`src/rtl/rnf_pkg.sv`:
```
package rnf_pkg;
  // register byte offsets on the AXI4-Lite slave
  localparam logic [7:0] OFF_CHANNEL = 8'h00;
  localparam logic [7:0] OFF_INACT = 8'h04;
  localparam logic [7:0] OFF_PREAMBLE = 8'h08;
  localparam logic [7:0] OFF_SLEEP_TIME = 8'h0C;
  localparam logic [7:0] OFF_SLEEP_MODE = 8'h10;
  localparam logic [7:0] OFF_MASK = 8'h14;
  localparam logic [7:0] OFF_DEST = 8'h18;
  localparam logic [7:0] OFF_VENDOR = 8'h1C;
  localparam logic [7:0] OFF_HW_VER = 8'h20;
  localparam logic [7:0] OFF_PARITY = 8'h24;
  localparam logic [7:0] OFF_CONTROL = 8'h28;
  localparam logic [7:0] OFF_STATUS = 8'h2C;
  localparam logic [7:0] OFF_FREQ = 8'h30;

  // ranges and reset values
  localparam logic [7:0] CHAN_HOP_MAX = 8'h06;
  localparam logic [7:0] CHAN_SINGLE_MAX = 8'h18;
  localparam logic [7:0] CHAN_RST = 8'h00;
  localparam logic [15:0] INACT_RST = 16'hFFFF;
  localparam logic [15:0] INACT_NEVER = 16'hFFFF;
  localparam logic [7:0] PREAMBLE_RST = 8'h01;
  localparam logic [15:0] SLEEP_TIME_MIN = 16'h0010;
  localparam logic [15:0] SLEEP_TIME_RST = 16'h0064;
  localparam logic [3:0] SLEEP_MODE_MAX = 4'h8;
  localparam logic [3:0] SLEEP_MODE_RST = 4'h0;
  localparam logic [3:0] SLEEP_CYCLIC_MIN = 4'h3;
  localparam logic [15:0] MASK_RST = 16'hFFFF;
  localparam logic [15:0] DEST_RST = 16'h0000;
  localparam logic [15:0] VENDOR_USER_MAX = 16'h7FFF;
  localparam logic [15:0] VENDOR_RST = 16'h1234; // arbitrary value
  localparam logic [15:0] HW_VER_RST = 16'h0A01; // arbitrary value
  localparam logic [2:0] PARITY_MAX = 3'h4;
  localparam logic [2:0] PARITY_RST = 3'h0;

  // parity encodings
  localparam logic [2:0] PAR_NONE = 3'h0;
  localparam logic [2:0] PAR_EVEN = 3'h1;
  localparam logic [2:0] PAR_ODD = 3'h2;
  localparam logic [2:0] PAR_MARK = 3'h3;
  localparam logic [2:0] PAR_SPACE = 3'h4;

  // single-frequency plan in kHz: base plus step times channel
  localparam logic [19:0] FREQ_BASE_KHZ = 20'd910500;
  localparam logic [19:0] FREQ_STEP_KHZ = 20'd300;

  // time bases
  localparam int CLK_HZ = 100_000_000;
  localparam int TICK_MS = 100;
  localparam int TICK_CYCLES = CLK_HZ / 1000 * TICK_MS;
  localparam int SYNC_US = 35000;
  localparam int SYNC_CYCLES = (CLK_HZ / 1000000) * SYNC_US;

  // AXI responses
  localparam logic [1:0] RESP_OKAY = 2'b00;
  localparam logic [1:0] RESP_SLVERR = 2'b10;
endpackage

```
`src/rtl/rnf_top.sv`:
```
// Overview of operation
// - Only modems with equal channel_select exchange data.
// - channel_select 0..6 hopping, 0..0x18 single-frequency; one byte, default 0.
// - Single-frequency: 25 channels, 910.5 MHz plus 0.3 MHz per step.
// - Hopping mode hops across the selected channel's frequency group while sending; code steps tx_hop_index_o once per tx_start_i, not tied to the channel.
// - Inactivity counted in 100 ms; reaching the setting arms a long preamble.
// - inactivity_before_preamble of 0xFFFF (default) never sends the long preamble.
// - Receiver in cyclic sleep accepts data only after preamble detect and sync.
// - hardware_version is read-only, two bytes.
// - Foreign vendor_network_number discarded; 0..0x7FFF writable, above read-only.
// - wakeup_preamble_length in 100 ms units, 0..0xFF, default 0x01.
// - Receiver needs about 35 ms of preamble to synchronise.
// - Cyclic sleeper powers down after time_before_sleep idle, wakes periodically; no wake timer here, sleep ends on preamble_detect_i or a mode change.
// - Every sent packet carries our destination_address.
// - Accept if (rx address AND mask) equals our address or our mask.
// - address_mask is 16 bits, default 0xFFFF, meaning exact match.
// - parity_select: 0 none, 1 even, 2 odd, 3 mark, 4 space; default 0.
// - Odd parity rejects even count of ones; even parity the reverse.
// - destination_address 16 bits, default 0.
// - time_before_sleep in 100 ms, range 0x10..0xFFFF, default 0x64.
// - sleep_mode_select: 0 none, 1 pin, 2 serial, 3..8 cyclic 0.5..16 s.
//
// Local design decisions: the register offsets and the AXI4-Lite interface to the registers.
module rnf_top #(
  parameter int TICK_CYC = rnf_pkg::TICK_CYCLES,
  parameter int SYNC_CYC = rnf_pkg::SYNC_CYCLES
) (
  input wire logic mclk_i,
  input wire logic reset_n_i,
  input wire logic [7:0] s_axi_awaddr_i,
  input wire logic s_axi_awvalid_i,
  output logic s_axi_awready_o,
  input wire logic [31:0] s_axi_wdata_i,
  input wire logic [3:0] s_axi_wstrb_i,
  input wire logic s_axi_wvalid_i,
  output logic s_axi_wready_o,
  output logic [1:0] s_axi_bresp_o,
  output logic s_axi_bvalid_o,
  input wire logic s_axi_bready_i,
  input wire logic [7:0] s_axi_araddr_i,
  input wire logic s_axi_arvalid_i,
  output logic s_axi_arready_o,
  output logic [31:0] s_axi_rdata_o,
  output logic [1:0] s_axi_rresp_o,
  output logic s_axi_rvalid_o,
  input wire logic s_axi_rready_i,
  input wire logic serial_activity_i,
  input wire logic tx_start_i,
  input wire logic rx_valid_i,
  input wire logic [7:0] rx_channel_i,
  input wire logic [15:0] rx_vendor_i,
  input wire logic [15:0] rx_dest_i,
  input wire logic preamble_detect_i,
  input wire logic char_valid_i,
  input wire logic [8:0] char_bits_i,
  output logic rx_accept_o,
  output logic rx_discard_o,
  output logic tx_long_preamble_o,
  output logic [15:0] tx_dest_o,
  output logic [7:0] tx_hop_index_o,
  output logic tx_hop_mode_o,
  output logic rx_sleep_o,
  output logic rx_synced_o,
  output logic parity_error_o
);
  import rnf_pkg::*;

  initial begin
    if (TICK_CYC < 1 || SYNC_CYC < 1 || TICK_CYC > 2**24 || SYNC_CYC > 2**24) begin
      $error("rnf_top: tick or sync count out of range");
    end
  end

  ////////////////////////////////////////////////////////////////////////////
  // registers
  logic [7:0] chan_q, chan_d;
  logic hop_mode_q, hop_mode_d;
  logic [15:0] inact_q, inact_d;
  logic [7:0] pre_len_q, pre_len_d;
  logic [15:0] sleep_time_q, sleep_time_d;
  logic [3:0] sleep_mode_q, sleep_mode_d;
  logic [15:0] mask_q, mask_d;
  logic [15:0] dest_q, dest_d;
  logic [15:0] vendor_q, vendor_d;
  logic [2:0] parity_q, parity_d;
  logic aw_q, aw_d, w_q, w_d;
  logic [7:0] awaddr_q, awaddr_d;
  logic [31:0] wdata_q, wdata_d;
  logic [3:0] wstrb_q, wstrb_d;
  logic bvalid_q, bvalid_d;
  logic [1:0] bresp_q, bresp_d;
  logic arready_q, arready_d;
  logic rvalid_q, rvalid_d;
  logic [1:0] rresp_q, rresp_d;
  logic [31:0] rdata_q, rdata_d;
  logic [31:0] wv;
  logic wr_ok;
  logic [15:0] hw_ver;
  logic [19:0] freq_khz;

  assign hw_ver = HW_VER_RST;
  assign freq_khz = FREQ_BASE_KHZ + 20'(FREQ_STEP_KHZ * 20'(chan_q));
  assign wv = wdata_q & {{8{wstrb_q[3]}}, {8{wstrb_q[2]}}, {8{wstrb_q[1]}}, {8{wstrb_q[0]}}};

  always_comb begin
    aw_d = aw_q;
    w_d = w_q;
    awaddr_d = awaddr_q;
    wdata_d = wdata_q;
    wstrb_d = wstrb_q;
    bvalid_d = bvalid_q;
    bresp_d = bresp_q;
    chan_d = chan_q;
    hop_mode_d = hop_mode_q;
    inact_d = inact_q;
    pre_len_d = pre_len_q;
    sleep_time_d = sleep_time_q;
    sleep_mode_d = sleep_mode_q;
    mask_d = mask_q;
    dest_d = dest_q;
    vendor_d = vendor_q;
    parity_d = parity_q;
    wr_ok = 1'b1;
    if (s_axi_awvalid_i && !aw_q) begin
      aw_d = 1'b1;
      awaddr_d = s_axi_awaddr_i;
    end
    if (s_axi_wvalid_i && !w_q) begin
      w_d = 1'b1;
      wdata_d = s_axi_wdata_i;
      wstrb_d = s_axi_wstrb_i;
    end
    if (s_axi_bready_i && bvalid_q) begin
      bvalid_d = 1'b0;
    end
    if (aw_q && w_q && !bvalid_q) begin
      aw_d = 1'b0;
      w_d = 1'b0;
      bvalid_d = 1'b1;
      // range checks refuse the write and keep the old value
      case (awaddr_q)
        OFF_CHANNEL: begin
          if (wv[7:0] <= (hop_mode_q ? CHAN_HOP_MAX : CHAN_SINGLE_MAX)) begin
            chan_d = wv[7:0];
          end else begin
            wr_ok = 1'b0;
          end
        end
        OFF_INACT: inact_d = wv[15:0];
        OFF_PREAMBLE: pre_len_d = wv[7:0];
        OFF_SLEEP_TIME: begin
          if (wv[15:0] >= SLEEP_TIME_MIN) begin
            sleep_time_d = wv[15:0];
          end else begin
            wr_ok = 1'b0;
          end
        end
        OFF_SLEEP_MODE: begin
          if (wv[31:4] == 28'h0 && wv[3:0] <= SLEEP_MODE_MAX) begin
            sleep_mode_d = wv[3:0];
          end else begin
            wr_ok = 1'b0;
          end
        end
        OFF_MASK: mask_d = wv[15:0];
        OFF_DEST: dest_d = wv[15:0];
        OFF_VENDOR: begin
          if (wv[15:0] <= VENDOR_USER_MAX) begin
            vendor_d = wv[15:0];
          end else begin
            wr_ok = 1'b0;
          end
        end
        OFF_PARITY: begin
          if (wv[7:0] <= 8'(PARITY_MAX)) begin
            parity_d = wv[2:0];
          end else begin
            wr_ok = 1'b0;
          end
        end
        OFF_CONTROL: begin
          // mode change resets the channel, whose range depends on the mode
          hop_mode_d = wv[0];
          if (wv[0] != hop_mode_q) begin
            chan_d = CHAN_RST;
          end
        end
        default: wr_ok = 1'b0; // read-only or unmapped, incl. hardware_version
      endcase
      bresp_d = wr_ok ? RESP_OKAY : RESP_SLVERR;
    end
  end

  ////////////////////////////////////////////////////////////////////////////
  // read channel
  always_comb begin
    arready_d = 1'b0;
    rvalid_d = rvalid_q;
    rresp_d = rresp_q;
    rdata_d = rdata_q;
    if (rvalid_q && s_axi_rready_i) begin
      rvalid_d = 1'b0;
    end
    if (s_axi_arvalid_i && !arready_q && !rvalid_q) begin
      arready_d = 1'b1;
      rvalid_d = 1'b1;
      rresp_d = RESP_OKAY;
      case (s_axi_araddr_i)
        OFF_CHANNEL: rdata_d = {24'h0, chan_q};
        OFF_INACT: rdata_d = {16'h0, inact_q};
        OFF_PREAMBLE: rdata_d = {24'h0, pre_len_q};
        OFF_SLEEP_TIME: rdata_d = {16'h0, sleep_time_q};
        OFF_SLEEP_MODE: rdata_d = {28'h0, sleep_mode_q};
        OFF_MASK: rdata_d = {16'h0, mask_q};
        OFF_DEST: rdata_d = {16'h0, dest_q};
        OFF_VENDOR: rdata_d = {16'h0, vendor_q};
        OFF_HW_VER: rdata_d = {16'h0, hw_ver};
        OFF_PARITY: rdata_d = {29'h0, parity_q};
        OFF_CONTROL: rdata_d = {31'h0, hop_mode_q};
        OFF_STATUS: rdata_d = {28'h0, parity_error_o, tx_long_preamble_o, rx_synced_o, rx_sleep_o};
        OFF_FREQ: rdata_d = {12'h0, hop_mode_q ? 20'h0 : freq_khz};
        default: begin
          rdata_d = 32'h0;
          rresp_d = RESP_SLVERR;
        end
      endcase
    end
  end

  always_ff @(posedge mclk_i or negedge reset_n_i) begin
    if (!reset_n_i) begin
      aw_q <= 1'b0;
      w_q <= 1'b0;
      awaddr_q <= 8'h00;
      wdata_q <= 32'h0;
      wstrb_q <= 4'h0;
      bvalid_q <= 1'b0;
      bresp_q <= RESP_OKAY;
      arready_q <= 1'b0;
      rvalid_q <= 1'b0;
      rresp_q <= RESP_OKAY;
      rdata_q <= 32'h0;
      chan_q <= CHAN_RST;
      hop_mode_q <= 1'b1;
      inact_q <= INACT_RST;
      pre_len_q <= PREAMBLE_RST;
      sleep_time_q <= SLEEP_TIME_RST;
      sleep_mode_q <= SLEEP_MODE_RST;
      mask_q <= MASK_RST;
      dest_q <= DEST_RST;
      vendor_q <= VENDOR_RST;
      parity_q <= PARITY_RST;
    end else begin
      aw_q <= aw_d;
      w_q <= w_d;
      awaddr_q <= awaddr_d;
      wdata_q <= wdata_d;
      wstrb_q <= wstrb_d;
      bvalid_q <= bvalid_d;
      bresp_q <= bresp_d;
      arready_q <= arready_d;
      rvalid_q <= rvalid_d;
      rresp_q <= rresp_d;
      rdata_q <= rdata_d;
      chan_q <= chan_d;
      hop_mode_q <= hop_mode_d;
      inact_q <= inact_d;
      pre_len_q <= pre_len_d;
      sleep_time_q <= sleep_time_d;
      sleep_mode_q <= sleep_mode_d;
      mask_q <= mask_d;
      dest_q <= dest_d;
      vendor_q <= vendor_d;
      parity_q <= parity_d;
    end
  end

  assign s_axi_awready_o = !aw_q;
  assign s_axi_wready_o = !w_q;
  assign s_axi_bvalid_o = bvalid_q;
  assign s_axi_bresp_o = bresp_q;
  assign s_axi_arready_o = arready_q;
  assign s_axi_rvalid_o = rvalid_q;
  assign s_axi_rresp_o = rresp_q;
  assign s_axi_rdata_o = rdata_q;

  ////////////////////////////////////////////////////////////////////////////
  // link state: 100 ms tick, inactivity, sleep, sync, filtering, parity
  typedef enum logic [1:0] {RNF_AWAKE, RNF_SLEEP, RNF_SYNCING} rnf_rx_t;
  rnf_rx_t rx_st_q, rx_st_d;
  logic [23:0] tick_q, tick_d;
  logic [15:0] idle_q, idle_d;
  logic [23:0] sync_q, sync_d;
  logic long_pre_q, long_pre_d;
  logic acc_q, acc_d, dis_q, dis_d, perr_q, perr_d;
  logic [7:0] hop_q, hop_d;
  logic tick, activity, cyclic, pass_chan, pass_vid, pass_addr;
  logic [15:0] anded;

  assign tick = (tick_q == 24'(TICK_CYC - 1));
  assign activity = serial_activity_i || tx_start_i || rx_valid_i;
  assign cyclic = (sleep_mode_q >= SLEEP_CYCLIC_MIN);
  assign anded = rx_dest_i & mask_q;
  assign pass_chan = (rx_channel_i == chan_q);
  assign pass_vid = (rx_vendor_i == vendor_q);
  assign pass_addr = (anded == dest_q) || (anded == mask_q);

  always_comb begin
    tick_d = tick ? 24'h0 : tick_q + 24'h1;
    idle_d = idle_q;
    if (activity) begin
      idle_d = 16'h0;
    end else if (tick && idle_q != 16'hFFFF) begin
      idle_d = idle_q + 16'h1;
    end
    long_pre_d = long_pre_q;
    if (tx_start_i) begin
      long_pre_d = 1'b0; // taken by this transmission
    end else if (inact_q != INACT_NEVER && idle_q >= inact_q) begin
      long_pre_d = 1'b1;
    end
    hop_d = hop_q;
    if (tx_start_i && hop_mode_q) begin
      hop_d = hop_q + 8'h1;
    end
    rx_st_d = rx_st_q;
    sync_d = 24'h0;
    case (rx_st_q)
      RNF_AWAKE: begin
        if (cyclic && !activity && idle_q >= sleep_time_q) begin
          rx_st_d = RNF_SLEEP;
        end
      end
      RNF_SLEEP: begin
        if (!cyclic) begin
          rx_st_d = RNF_AWAKE;
        end else if (preamble_detect_i) begin
          rx_st_d = RNF_SYNCING;
        end
      end
      RNF_SYNCING: begin
        if (!preamble_detect_i) begin
          rx_st_d = RNF_SLEEP;
        end else if (sync_q == 24'(SYNC_CYC - 1)) begin
          rx_st_d = RNF_AWAKE;
        end else begin
          sync_d = sync_q + 24'h1;
        end
      end
      default: rx_st_d = RNF_AWAKE;
    endcase
    acc_d = 1'b0;
    dis_d = 1'b0;
    if (rx_valid_i) begin
      // channel, vendor, address in order; sleeping receiver drops all
      if (rx_st_q != RNF_AWAKE) begin
        dis_d = 1'b1;
      end else if (!pass_chan || !pass_vid || !pass_addr) begin
        dis_d = 1'b1;
      end else begin
        acc_d = 1'b1;
      end
    end
    perr_d = perr_q;
    if (char_valid_i) begin
      case (parity_q)
        PAR_EVEN: perr_d = ^char_bits_i;
        PAR_ODD: perr_d = ~^char_bits_i;
        PAR_MARK: perr_d = !char_bits_i[8];
        PAR_SPACE: perr_d = char_bits_i[8];
        default: perr_d = 1'b0;
      endcase
    end
  end

  always_ff @(posedge mclk_i or negedge reset_n_i) begin
    if (!reset_n_i) begin
      tick_q <= 24'h0;
      idle_q <= 16'h0;
      long_pre_q <= 1'b0;
      hop_q <= 8'h0;
      rx_st_q <= RNF_AWAKE;
      sync_q <= 24'h0;
      acc_q <= 1'b0;
      dis_q <= 1'b0;
      perr_q <= 1'b0;
    end else begin
      tick_q <= tick_d;
      idle_q <= idle_d;
      long_pre_q <= long_pre_d;
      hop_q <= hop_d;
      rx_st_q <= rx_st_d;
      sync_q <= sync_d;
      acc_q <= acc_d;
      dis_q <= dis_d;
      perr_q <= perr_d;
    end
  end

  assign rx_accept_o = acc_q;
  assign rx_discard_o = dis_q;
  assign tx_long_preamble_o = long_pre_q;
  assign tx_dest_o = dest_q;
  assign tx_hop_index_o = hop_mode_q ? hop_q : chan_q;
  assign tx_hop_mode_o = hop_mode_q;
  assign rx_sleep_o = (rx_st_q == RNF_SLEEP);
  assign rx_synced_o = (rx_st_q == RNF_AWAKE);
  assign parity_error_o = perr_q;
endmodule

```
`config.mk`:
```
export PLATFORM = sky130hd
export DESIGN_NAME = rnf_top
export DESIGN_NICKNAME = d
export VERILOG_FILES = /design/src/rtl/rnf_pkg.sv /design/src/rtl/rnf_top.sv
export SDC_FILE = /design/constraint.sdc
export NUM_CORES = 1
export LEC_CHECK = 0
export ABC_AREA = 1
export BUFFER_PORTS_ARGS = -buffer_cell sky130_fd_sc_hd__buf_2
export CAP_MARGIN = 20
export CORE_MARGIN = 2
export CORE_UTILIZATION = 59
export DETAILED_ROUTE_END_ITERATION = 7
export GPL_TIMING_DRIVEN = 0
export PLACE_DENSITY_LB_ADDON = 0.25
export SLEW_MARGIN = 20
export SYNTH_ARGS = -nofsm -noshare
export SYNTH_HDL_FRONTEND = slang
export SYNTH_SLANG_ARGS = --single-unit
```
`constraint.sdc`:
```
create_clock -name mclk_i -period 4.07 [get_ports mclk_i]
set_input_delay 0.407 -clock mclk_i [delete_from_list [all_inputs] [get_ports mclk_i]]
set_output_delay 0.407 -clock mclk_i [all_outputs]
set_load 0.02 [all_outputs]
```
# Yosys cells after proc, flatten, opt, wreduce, memory -nomap -nowiden
# Cells that the tools add are included.
classes:
  n_addsub: 5
  n_mul: 1
  order_cmp: 8
  eq_ne: 41
  mux: 46
  bitwise_logic: 2
  n_reduce_logical: 56
ops:
  columns: ["op", "n"]
  rows:
  - ["$pmux W20 S13", 1]
  - ["$mux W24", 4]
  - ["$eq A8 B5 Y1 const B", 8]
  - ["$eq A8 B6 Y1 const B", 7]
  - ["$add A24 B1 Y24 const B", 2]
  - ["$eq A16 B16 Y1", 3]
  - ["$and A32 B32 Y32", 1]
  - ["$eq A8 B4 Y1 const B", 4]
  - ["$ge A16 B16 Y1", 2]
  - ["$mux W16", 2]
  - ["$ne A16 B16 Y1 const B", 2]
  - ["$logic_not A28 Y1", 1]
  - ["$eq A24 B22 Y1 const B", 1]
  - ["$eq A24 B24 Y1 const B", 1]
  - ["$mux W8", 3]
  - ["$mux W1", 23]
  - ["$add A19 B18 Y20 const A", 1]
  - ["$mux W20", 1]
  - ["$add A16 B1 Y16 const B", 1]
  - ["$and A16 B16 Y16", 1]
  - ["$eq A8 B3 Y1 const B", 2]
  - ["$ge A16 B5 Y1 const B", 1]
  - ["$le A16 B15 Y1 const B", 1]
  - ["$logic_not A8 Y1", 2]
  - ["other kinds (34)", 84]
totals:
  reg_bits: 267
  in_bits: 113
  output_inout_bits: 72
  word_cells: 189

# Logic depth before layout (Yosys ltp)
# Gate-level depths: netlist of the first run.
logic_depth:
  depth_word: 8
  depth_mapped: 21
  depth_no_buf: 21

# Worst setup path before layout of the first run
# OpenSTA, ideal clock, no wires.
synth_path:
  path_type: "flip-flop to flip-flop"
  startpoint: "register chan_q[4]"
  endpoint: "register rdata_q[16], in the netlist s_axi_rdata_o[16]"
  setup_ns: 0.117
  arrival_ns: 3.334
  required_ns: 3.953
  slack_ns: 0.618
  stages_incl_launch_ff: 18
  path_buffers: 0
  synth_period_minus_slack_ns: 3.452
  path_cell_list: "dfrtp_1 > ha_1 > ha_1 > inv_1 > fa_1 > fa_1 > inv_1 > ha_1 > nand2_1 > inv_1 > nand2_1 > nand2_1 > xnor2_1 > nand2_1 > nand2_1 > nand3_1 > nand3_1 > nand2_1"
synth_via:
  elab_chain_len: 4
synth_lines:
  columns: ["item", "line", "text"]
  rows:
  - ["from (decl)", "rnf_top.sv:76", "logic [7:0] chan_q, chan_d;"]
  - ["from (signal assigned)", "rnf_top.sv:265", "chan_q <= chan_d;"]
  - ["$mul A7 B8 Y15", "rnf_top.sv:102", "assign freq_khz = FREQ_BASE_KHZ + 20'(FREQ_STEP_KHZ * 20'(chan_q));"]
  - ["$add A19 B18 Y20", "rnf_top.sv:102", null]
  - ["$mux W20", "rnf_top.sv:221", "OFF_FREQ: rdata_d = {12'h0, hop_mode_q ? 20'h0 : freq_khz};"]
  - ["$pmux W20 S13", "rnf_top.sv:208", "case (s_axi_araddr_i)"]
  - ["to (signal assigned)", "rnf_top.sv:264", "rdata_q <= rdata_d;"]
  - ["to (decl)", "rnf_top.sv:95", "logic [31:0] rdata_q, rdata_d;"]
# Every way passes these cells.
# A chain may end at the register's enable or synchronous reset.

# Worst setup path after layout of the first run
layout_path:
  startpoint: "register chan_q[4]"
  endpoint: "register rdata_q[15], in the netlist s_axi_rdata_o[15]"
# The elaborated chain is that of the path after synthesis.

==> results of run 1 <==
-- path summary, 6_finish.rpt --
| kind | to | slack [ps] |
|---|---|---|
| min | s_axi_bvalid_o | 10 |
| max in group asynchronous | idle_q[9] | 2820 |
| max reg2reg | s_axi_rdata_o[15] | 280 |
| min in group asynchronous | hop_q[5] | 380 |
| min reg2reg | sync_q[0] | 480 |
| max | s_axi_rdata_o[15] | 280 |
-- Yosys cell counts, drive strengths merged, types with 35 or more instances --
cell and number:
xor2 42, nand4 35, dfrtp 210, nand3 123, dfstp 42, o22ai 35
o21ai 175, inv 305, a21oi 80, nor3 56, nand2 469, nor2 148
ha 78
-- cell type report --
class | instances | area share, %
tap | 335 | 2.36
timing repair buffer | 173 | 5.21
buffer | 55 | 1.80
antenna | 1 | 0.0141
sequential | 252 | 35.8
inverter | 307 | 6.49
clock inverter | 9 | 0.634
clock buffer | 45 | 4.82
multi-input combinational | 1380 | 42.9
-- where the power goes --
group	internal (mW)	total [mW]	switching [mW]
combinational	0.426	1.37	0.945
sequential	2.78	2.92	0.142
clock	1.57	2.64	1.07
-- routing by layer --
layer	GRT usage [%]	wire length [um]	vias up	share of wire [%]
li1	-	-	6901	-
met1	45.7	18800	6813	43
met2	50.5	19300	649	44
met3	6.52	3950	114	9.1
met4	11.1	1440	2	3.3
met5	2.08	69	-	0.16
-- timing repair --
item | 4_1_cts | 5_1_grt
endpoints found under the hold margin | 62 | 0
endpoints found under the setup margin | 0 | 5
setup buffers | 0 | 0
resized for setup | 0 | 2
hold buffers | 1 | 0
-- kinds of logic (layout without fill, tap and decap cells) --
family	count (synthesis)	in the layout	share of synthesized area [%]
xor+xnor	63	63	3.58
compound gates	314	314	11.1
mux	21	21	1.54
buf+inv	362	589	9.56
other cells	1	15	0.0244
flops	252	252	41.3
simple gates	883	883	25.7
fa+ha+maj	85	85	7.25
-- sequential cells by signal, indices dropped and copies added (netlist names), 8 cells and up --
signal and flops:
awaddr_q 8, chan_q 8, hop_q 8, idle_q 16, inact_q 16, mask_q 16
pre_len_q 8, s_axi_rdata_o 19, sleep_time_q 16, sync_q 24, tick_q 24, tx_dest_o 16
vendor_q 16, wdata_q 32
-- metrics by stage --
stage	util, %	power (mW)	instance area, um^2
finish	68.8	6.93	17800
global route	68.8	7.23	17800
CTS	68.7	6.94	17800
detailed placement	64.9	4.30	16800
global placement	64.7	4.24	16700
floorplan	-	3.76	15400
==> run metrics, run 1 <==
Vias 14500; reg2reg start chan_q[4]; VDD IR-drop max 0.000527 V; Crit path top cell by count nand2_1; # H-tree levels 1; Critical-path top delay cell fa_1; top_reg_cell synth dfrtp_1; via/cell ratio 5.66; total iterations of the first detailed-routing run 8; Synth cell types 55; detailed placement HPWL 33.4 mm; status finished, violations left; FFs w/ async S/R, synth 100%; CP Launch Point chan_q[4]; Worst Tran Pin Value 980 ps; final-stage net count 2396; Post-Synthesis Cells 1981; post-synth top area cell dfrtp_1; Hold Path Origin s_axi_bready_i; DP Worst Slack 262 ps; CTS Buf Count 29; GRT overflow 0; Core ar. 25800 um^2; final worst setup slack 284 ps; Slew Limit Fails 0; CTS tree built; clk slew on worst S/H paths 60 ps; CP delay by family, top adder cells; total clock sinks 252; CP endpoint kind register; RePlAce Congestion 1.01; GRT Util Overall 32.6%; most frequent cells in the layout nand2_1, inv_1, dfrtp_1; Die H 166 um; Chip Width 166 um; I/O Buffers 170; Clk Latency, worst-skew pair 570 ps; root buffer cell clkbuf_16; vias in the first global route 13700; final worst path period share 93.0%; syn_area_per_cell 7.77 um^2; total of max-cap violations 0; Startpoint Class register; Final setup violation count 0; Crit. path cell count 19; critical path class register to register; sequential-to-total area share from yosys stat 41.3%; synth top area cells dfrtp_1, nand2_1, inv_1, dfstp_2, ha_1; Worst slew margin 34.2%; data arrival time of the critical path 4240 ps; Tmin final 3790 ps; Buffers & Inverters on Critical Path 2; Post-Syn Area 15400 um^2; maximum clock rate 264 MHz; Final Hold Slack 11.9 ps; Post-synth EDFFs 0; Initial Utilization 59.6%; register area 6360 um^2; first-pass GRT wire length 69.9 mm; Rows 59; Routed Antenna Nets 0; Worst Hold Path Cells 2; DP Cell Count 2501; Max FO, Critical Path 5; Starting DRT DRC Count 1595; antenna violations before repair 0; share of layout cells above drive strength 1 16.1%; WL/cell 17.0 um; # DRC 1; Synth Register Bits 252; clock buffer depth 3; skew final 13.8 ps; multi-input logic area 7620 um^2; Reg2Reg Depth 19; Worst Path Required 4520 ps; fill count 2189; largest net degree at the start of global routing 99; Lkg Pwr 8.68 nW; synth warn 0; final hold violation count 0; Ports 185; setup_tns 0 ps; Hold Crit Class primary input to register; post-synth top area share 34.1%; Routed WL 43.5 mm; Area Growth Syn to Fin 15.4%; worst-path cell chain ha_1 -> ha_1 -> inv_1 -> fa_1 -> fa_1 -> inv_1 -> ha_1 -> nand2_1 -> nand2_1 -> a21oi_1 -> nand2_1 -> nand2_1 -> nand2_1 -> nor2_1 -> nand2_1 -> nand2_1 -> nand2_1 -> nand3_1 -> nand2_1; slowest stage delay, CP 510 ps; failing checks design-rule violations; most common cell after layout, fill and taps aside nand2_1; final std cells w/o fill 2557; Die Area 27400 um^2; PD cells 390 nW/um^2
Note: power is estimated with default switching activity, not from simulation.
==> run 2: changes to the inputs <==
Settings changed: CORE_UTILIZATION 59 to 55.
==> run 2 against run 1 <==
  * The flow now finishes without violations
  * Worst hold slack improved by 8.0 ps
  * Sequential power barely moved
  * Cell count grew 1.8%
  * Largest cell class unchanged
  * Non-clock buffer count is 1 higher
  * Wire length is 2.3% higher
  * Global-route usage decreased by 1.3 points
  * Utilization shrank 3.8 points
  * Critical path depth is 2 lower
  * Highest routed layer is now met4
  * Largest power group is now the clock network
==> run metrics, run 2 (same netlist as run 1, synthesis figures left out) <==
status finished, final reports clean (was finished, violations left); Lkg Pwr 8.76 nW (was 8.68 nW); Routed Antenna Nets 0 (unchanged); total setup buffers inserted after CTS 0 (unchanged); Initial Utilization 55.6% (was 59.6%); VDD IR-drop max 0.000458 V (was 0.000527 V); Final setup violation count 0 (unchanged); clk slew on worst S/H paths 60 ps (about the same); skew final 25.3 ps (was 13.8 ps); Routed WL 44.5 mm (was 43.5 mm); WL/cell 17.1 um (was 17.0 um); first-pass GRT wire length 71.8 mm (was 69.9 mm); Startpoint Class register (unchanged); Largest regs wdata_q (32), sync_q (24), tick_q (24) (unchanged); I/O Buffers 170 (unchanged); final-stage net count 2398 (was 2396); most frequent cells in the layout nand2_1, inv_1, dfrtp_1 (unchanged); final worst setup slack 279 ps (was 284 ps); PD cells 404 nW/um^2 (was 390 nW/um^2); Hold Crit Class primary input to register (unchanged); Max FO, Critical Path 5 (unchanged); antenna violations before repair 0 (unchanged); final worst path period share 93.2% (was 93.0%); Starting DRT DRC Count 1310 (was 1595); RePlAce Congestion 0.984 (was 1.01); Power, Total 7.27 mW (was 6.93 mW); critical path class register to register (unchanged); clock buffer depth 3 (unchanged); Worst Tran Pin Value 1020 ps (was 980 ps); Vias 14300 (was 14500); GRT Util Overall 31.3% (was 32.6%); final hold violation count 0 (unchanged); CTS tree built (unchanged); total iterations of the first detailed-routing run 6 (was 8); setup_tns 0 ps (unchanged); GRT overflow 0 (unchanged); via/cell ratio 5.50 (was 5.66); Die H 171 um (was 166 um); Area Growth Syn to Fin 17.0% (was 15.4%); detailed placement HPWL 34.5 mm (was 33.4 mm); Die Area 29300 um^2 (was 27400 um^2); share of layout cells above drive strength 1 16.5% (was 16.1%); Slew Limit Fails 0 (unchanged); Worst Path Required 4520 ps (about the same); # DRC 0 (was 1); CP endpoint kind register (unchanged); maximum clock rate 264 MHz (about the same); most common cell after layout, fill and taps aside nand2_1 (unchanged); reg-to-reg slack, setup 280 ps (about the same); total clock sinks 252 (unchanged); # H-tree levels 1 (unchanged); CTS Buf Count 30 (was 29); root buffer cell clkbuf_16 (unchanged); largest net degree at the start of global routing 75 (was 99); number of flip-flops in the largest register 32 (unchanged); RSZ-0062 raised after global routing false; Biggest register wdata_q (unchanged); Tmin final 3790 ps (about the same); Clk Latency, worst-skew pair 580 ps (was 570 ps); n_diodes 0 (was 1); total of max-cap violations 0 (unchanged); vias in the first global route 13800 (was 13700); Rows 61 (was 59); Core ar. 27700 um^2 (was 25800 um^2); Ports 185 (unchanged); DP Worst Slack 217 ps (was 262 ps); Worst slew margin 31.6% (was 34.2%); data arrival time of the critical path 4240 ps (about the same); Chip Width 171 um (was 166 um)
run 2: cell count changes in the layout (fill, tap and decap cells not counted), sizes merged:
cell | previous run | this run
clkinv | 7 | 8
clkbuf | 69 | 65
diode | 1 | 0
buf | 203 | 204
bufinv | 2 | 7
run 2: worst max-delay path, stage by stage (launching register included):
cell and delay, ps:
dfrtp_2 450, ha_1 320, ha_1 280, inv_1 50, fa_1 490, fa_1 520
inv_1 40, ha_1 350, nand2_1 80, nand2_1 80, inv_1 100, nand2_1 100
xnor2_2 260, nand2_1 140, nand2_1 140, nand3_1 90, nand3_1 130, nand2_1 60
run 2: area by class of cell:
class	count	area, um^2
tap	378	473
fill	2457	9700
inverter	307	1150
timing repair buffer	174	953
multi-input combinational	1380	7620
clock inverter	15	282
buffer	55	319
clock buffer	41	842
sequential	252	6360
run 2: layer usage:
metal | vias to the layer above | wire (um) | global-route usage (%) | share of wire, %
met4 | 0 | 1330 | 8.77 | 3.0
met1 | 6694 | 19300 | 44.0 | 43
li1 | 6891 | - | - | -
met5 | - | 0 | 0 | 0
met3 | 98 | 4080 | 6.01 | 9.2
met2 | 622 | 19900 | 49.6 | 45
run 2: power breakdown:
| group | switching, mW | leakage, nW | internal (mW) |
|---|---|---|---|
| Clock | 1.09 | 0.547 | 1.90 |
| Sequential | 0.141 | 3.21 | 2.78 |
| Combinational | 0.926 | 5.00 | 0.429 |
run 2: through the flow:
| stage | area [um^2] | util (%) | hold slack [ps] | std cells |
|---|---|---|---|---|
| detailed placement | 16900 | 60.8 | 345 | 2545 |
| finish | 18000 | 65.0 | 19.8 | 2602 |
| global placement | 16800 | 60.5 | 441 | 2542 |
| global route | 18000 | 65.0 | 36.4 | 2602 |
| floorplan | 15400 | - | 111 | 1994 |
| CTS | 18000 | 64.9 | 9.25 | 2602 |
run 2: path summary, 6_finish.rpt:
path,start,endpoint,cells after the start
min reg2reg,sync_q[0],sync_q[0],1
max reg2reg,chan_q[4],s_axi_rdata_o[13],17
min in group asynchronous,reset_n_i,parity_error_o,2
min,s_axi_bready_i,s_axi_bvalid_o,2
max in group asynchronous,reset_n_i,inact_q[6],4
max,chan_q[4],s_axi_rdata_o[13],17
run 2: repair_timing:
item / 4_1_cts / 5_1_grt
endpoints found under the setup margin: 0 / 6
hold buffers: 1 / 0
resized for setup: 0 / 4
hold endpoints to repair: 46 / 0
==> run 3: changes to the inputs <==
Settings changed: CELL_PAD_IN_SITES_DETAIL_PLACEMENT from default to 0, CELL_PAD_IN_SITES_GLOBAL_PLACEMENT from default to 1, CORE_UTILIZATION 55 to 44.
==> run 3 against run 2 <==
  * Via count down 0.88%
  * Sequential power barely moved
  * Clock power is 4% higher
  * Die area increased by 24%
  * Wire length is 3.9% higher
  * Highest routed layer unchanged
==> run metrics, run 3 (same netlist as run 1, synthesis figures left out) <==
Biggest register wdata_q (unchanged); most frequent cells in the layout nand2_1, inv_1, dfrtp_1 (unchanged); Hold Path Origin s_axi_rready_i (was s_axi_bready_i); Routed Antenna Nets 0 (unchanged); Vias 14200 (was 14300); largest net degree at the start of global routing 96 (was 75); clock buffer depth 3 (unchanged); Crit path top cell by count nand2_1 (unchanged); Tmin final 3770 ps (was 3790 ps); DP Cell Count 2621 (was 2545); RSZ-0062 raised after global routing false (unchanged); root buffer cell clkbuf_16 (unchanged); CTS tree built (unchanged); antenna violations before repair 0 (unchanged); final hold violation count 0 (unchanged); Worst setup endpoint s_axi_rdata_o[16] (was s_axi_rdata_o[13]); status finished, final reports clean (unchanged); Reg2Reg Depth 18 (was 17); Max FO, Critical Path 5 (unchanged); total clock sinks 252 (unchanged); GRT overflow 0 (unchanged); critical path class register to register (unchanged); skew final 9.94 ps (was 25.3 ps); I/O Buffers 170 (unchanged); Core ar. 34500 um^2 (was 27700 um^2); final-stage net count 2398 (unchanged); Worst Path Required 4520 ps (about the same); reg2reg start chan_q[4] (unchanged); CP endpoint kind register (unchanged); Die H 191 um (was 171 um); PD cells 408 nW/um^2 (was 404 nW/um^2); Largest regs wdata_q (32), sync_q (24), tick_q (24) (unchanged); Routed WL 46.3 mm (was 44.5 mm); vias in the first global route 13700 (was 13800); Starting DRT DRC Count 1019 (was 1310); Final Hold Slack 32.4 ps (was 19.8 ps); data arrival time of the critical path 4220 ps (was 4240 ps); Worst slew margin 34.4% (was 31.6%); RePlAce Congestion 0.934 (was 0.984); n_diodes 0 (unchanged); Die Area 36500 um^2 (was 29300 um^2); CTS Buf Count 31 (was 30); maximum clock rate 265 MHz (was 264 MHz); Power, Total 7.38 mW (was 7.27 mW); # DRC 0 (unchanged); Rows 68 (was 61); Slew Limit Fails 0 (unchanged); setup_tns 0 ps (unchanged); first-pass GRT wire length 73.9 mm (was 71.8 mm); clk slew on worst S/H paths 60 ps (about the same); GRT Util Overall 25.8% (was 31.3%); DP Worst Slack 197 ps (was 217 ps); Critical-path top delay cell fa_1 (unchanged); final worst setup slack 300 ps (was 279 ps); Area Growth Syn to Fin 17.6% (was 17.0%); worst-path cell chain ha_1 -> ha_1 -> inv_1 -> fa_1 -> fa_1 -> inv_1 -> ha_1 -> nand2_1 -> nor2_1 -> nand3_1 -> nand3_1 -> nand2_1 -> nand2_1 -> nand2_1 -> nor2_2 -> nand3_1 -> nand3_1 -> nand2_1 (was ha_1 -> ha_1 -> inv_1 -> fa_1 -> fa_1 -> inv_1 -> ha_1 -> nand2_1 -> nand2_1 -> inv_1 -> nand2_1 -> xnor2_2 -> nand2_1 -> nand2_1 -> nand3_1 -> nand3_1 -> nand2_1); Ports 185 (unchanged); WL/cell 17.3 um (was 17.1 um); CP Launch Point chan_q[4] (unchanged); Worst Tran Pin Value 976 ps (was 1020 ps); most common cell after layout, fill and taps aside nand2_1 (unchanged); Chip Width 191 um (was 171 um); share of layout cells above drive strength 1 16.5% (about the same); Final setup violation count 0 (unchanged); reg-to-reg slack, setup 300 ps (was 280 ps); Clk Latency, worst-skew pair 560 ps (was 580 ps); r2r endpoint s_axi_rdata_o[16] (was s_axi_rdata_o[13]); final worst path period share 92.6% (was 93.2%); final std cells w/o fill 2679 (was 2602); Lkg Pwr 8.76 nW (about the same); number of flip-flops in the largest register 32 (unchanged); detailed placement HPWL 36.1 mm (was 34.5 mm); # H-tree levels 1 (unchanged); total iterations of the first detailed-routing run 5 (was 6); Hold Crit Class primary input to register (unchanged); total setup buffers inserted after CTS 0 (unchanged); via/cell ratio 5.29 (was 5.50); total of max-cap violations 0 (unchanged); VDD IR-drop max 0.000329 V (was 0.000458 V); Initial Utilization 44.7% (was 55.6%); Startpoint Class register (unchanged); slowest stage delay, CP 510 ps (was 520 ps)
-- run 3: report_power, final --
| part | switching (mW) | internal [mW] |
|---|---|---|
| Combinational | 0.934 | 0.426 |
| Sequential | 0.139 | 2.78 |
| Clock | 1.13 | 1.97 |
-- run 3: critical path: cells and delay by family, from the launching register on --
kind,cells,cell delay [ps]
adders and majority gates,5,1940
and+or+nand+nor,11,1190
DFF,1,460
buffers and inverters,2,90
-- run 3: worst min-delay path by stage --
stage               slack, ps  cells past startpoint                end
global placement          440                      1          sync_q[0]
global route               50                      2     s_axi_rvalid_o
finish                     30                      2     s_axi_rvalid_o
detailed placement        430                      1  s_axi_rdata_o[17]
CTS                        30                      2     s_axi_bvalid_o
floorplan                 110                      0               aw_q
-- run 3: cell type report --
| cell class | count | area [um^2] |
|---|---|---|
| sequential | 252 | 6360 |
| clock inverter | 18 | 303 |
| clock buffer | 39 | 846 |
| buffer | 55 | 319 |
| timing repair buffer | 173 | 926 |
| inverter | 307 | 1150 |
| tap | 455 | 569 |
| fill | 3460 | 16400 |
| multi-input combinational | 1380 | 7620 |
-- run 3: routing by layer --
layer | wire length, um | up-vias | global-route usage, % | share of wire (%)
met5 | 0 | - | 0 | 0
met4 | 1020 | 0 | 5.72 | 2.2
met3 | 3980 | 67 | 4.44 | 8.6
met2 | 20100 | 536 | 40.3 | 43
met1 | 21200 | 6695 | 37.3 | 46
li1 | - | 6881 | - | -
-- run 3: stage by stage --
stage	instance area (um^2)	utilization [%]
finish	18100	52.5
global route	18100	52.5
CTS	18100	52.5
detailed placement	16900	49.1
global placement	16900	48.9
floorplan	15400	-
-- run 3: repair_timing --
item / CTS / global route
setup endpoints to repair: 0 / 5
endpoints found under the hold margin: 69 / 0
gates resized for setup: 0 / 4
hold buffers: 1 / 0
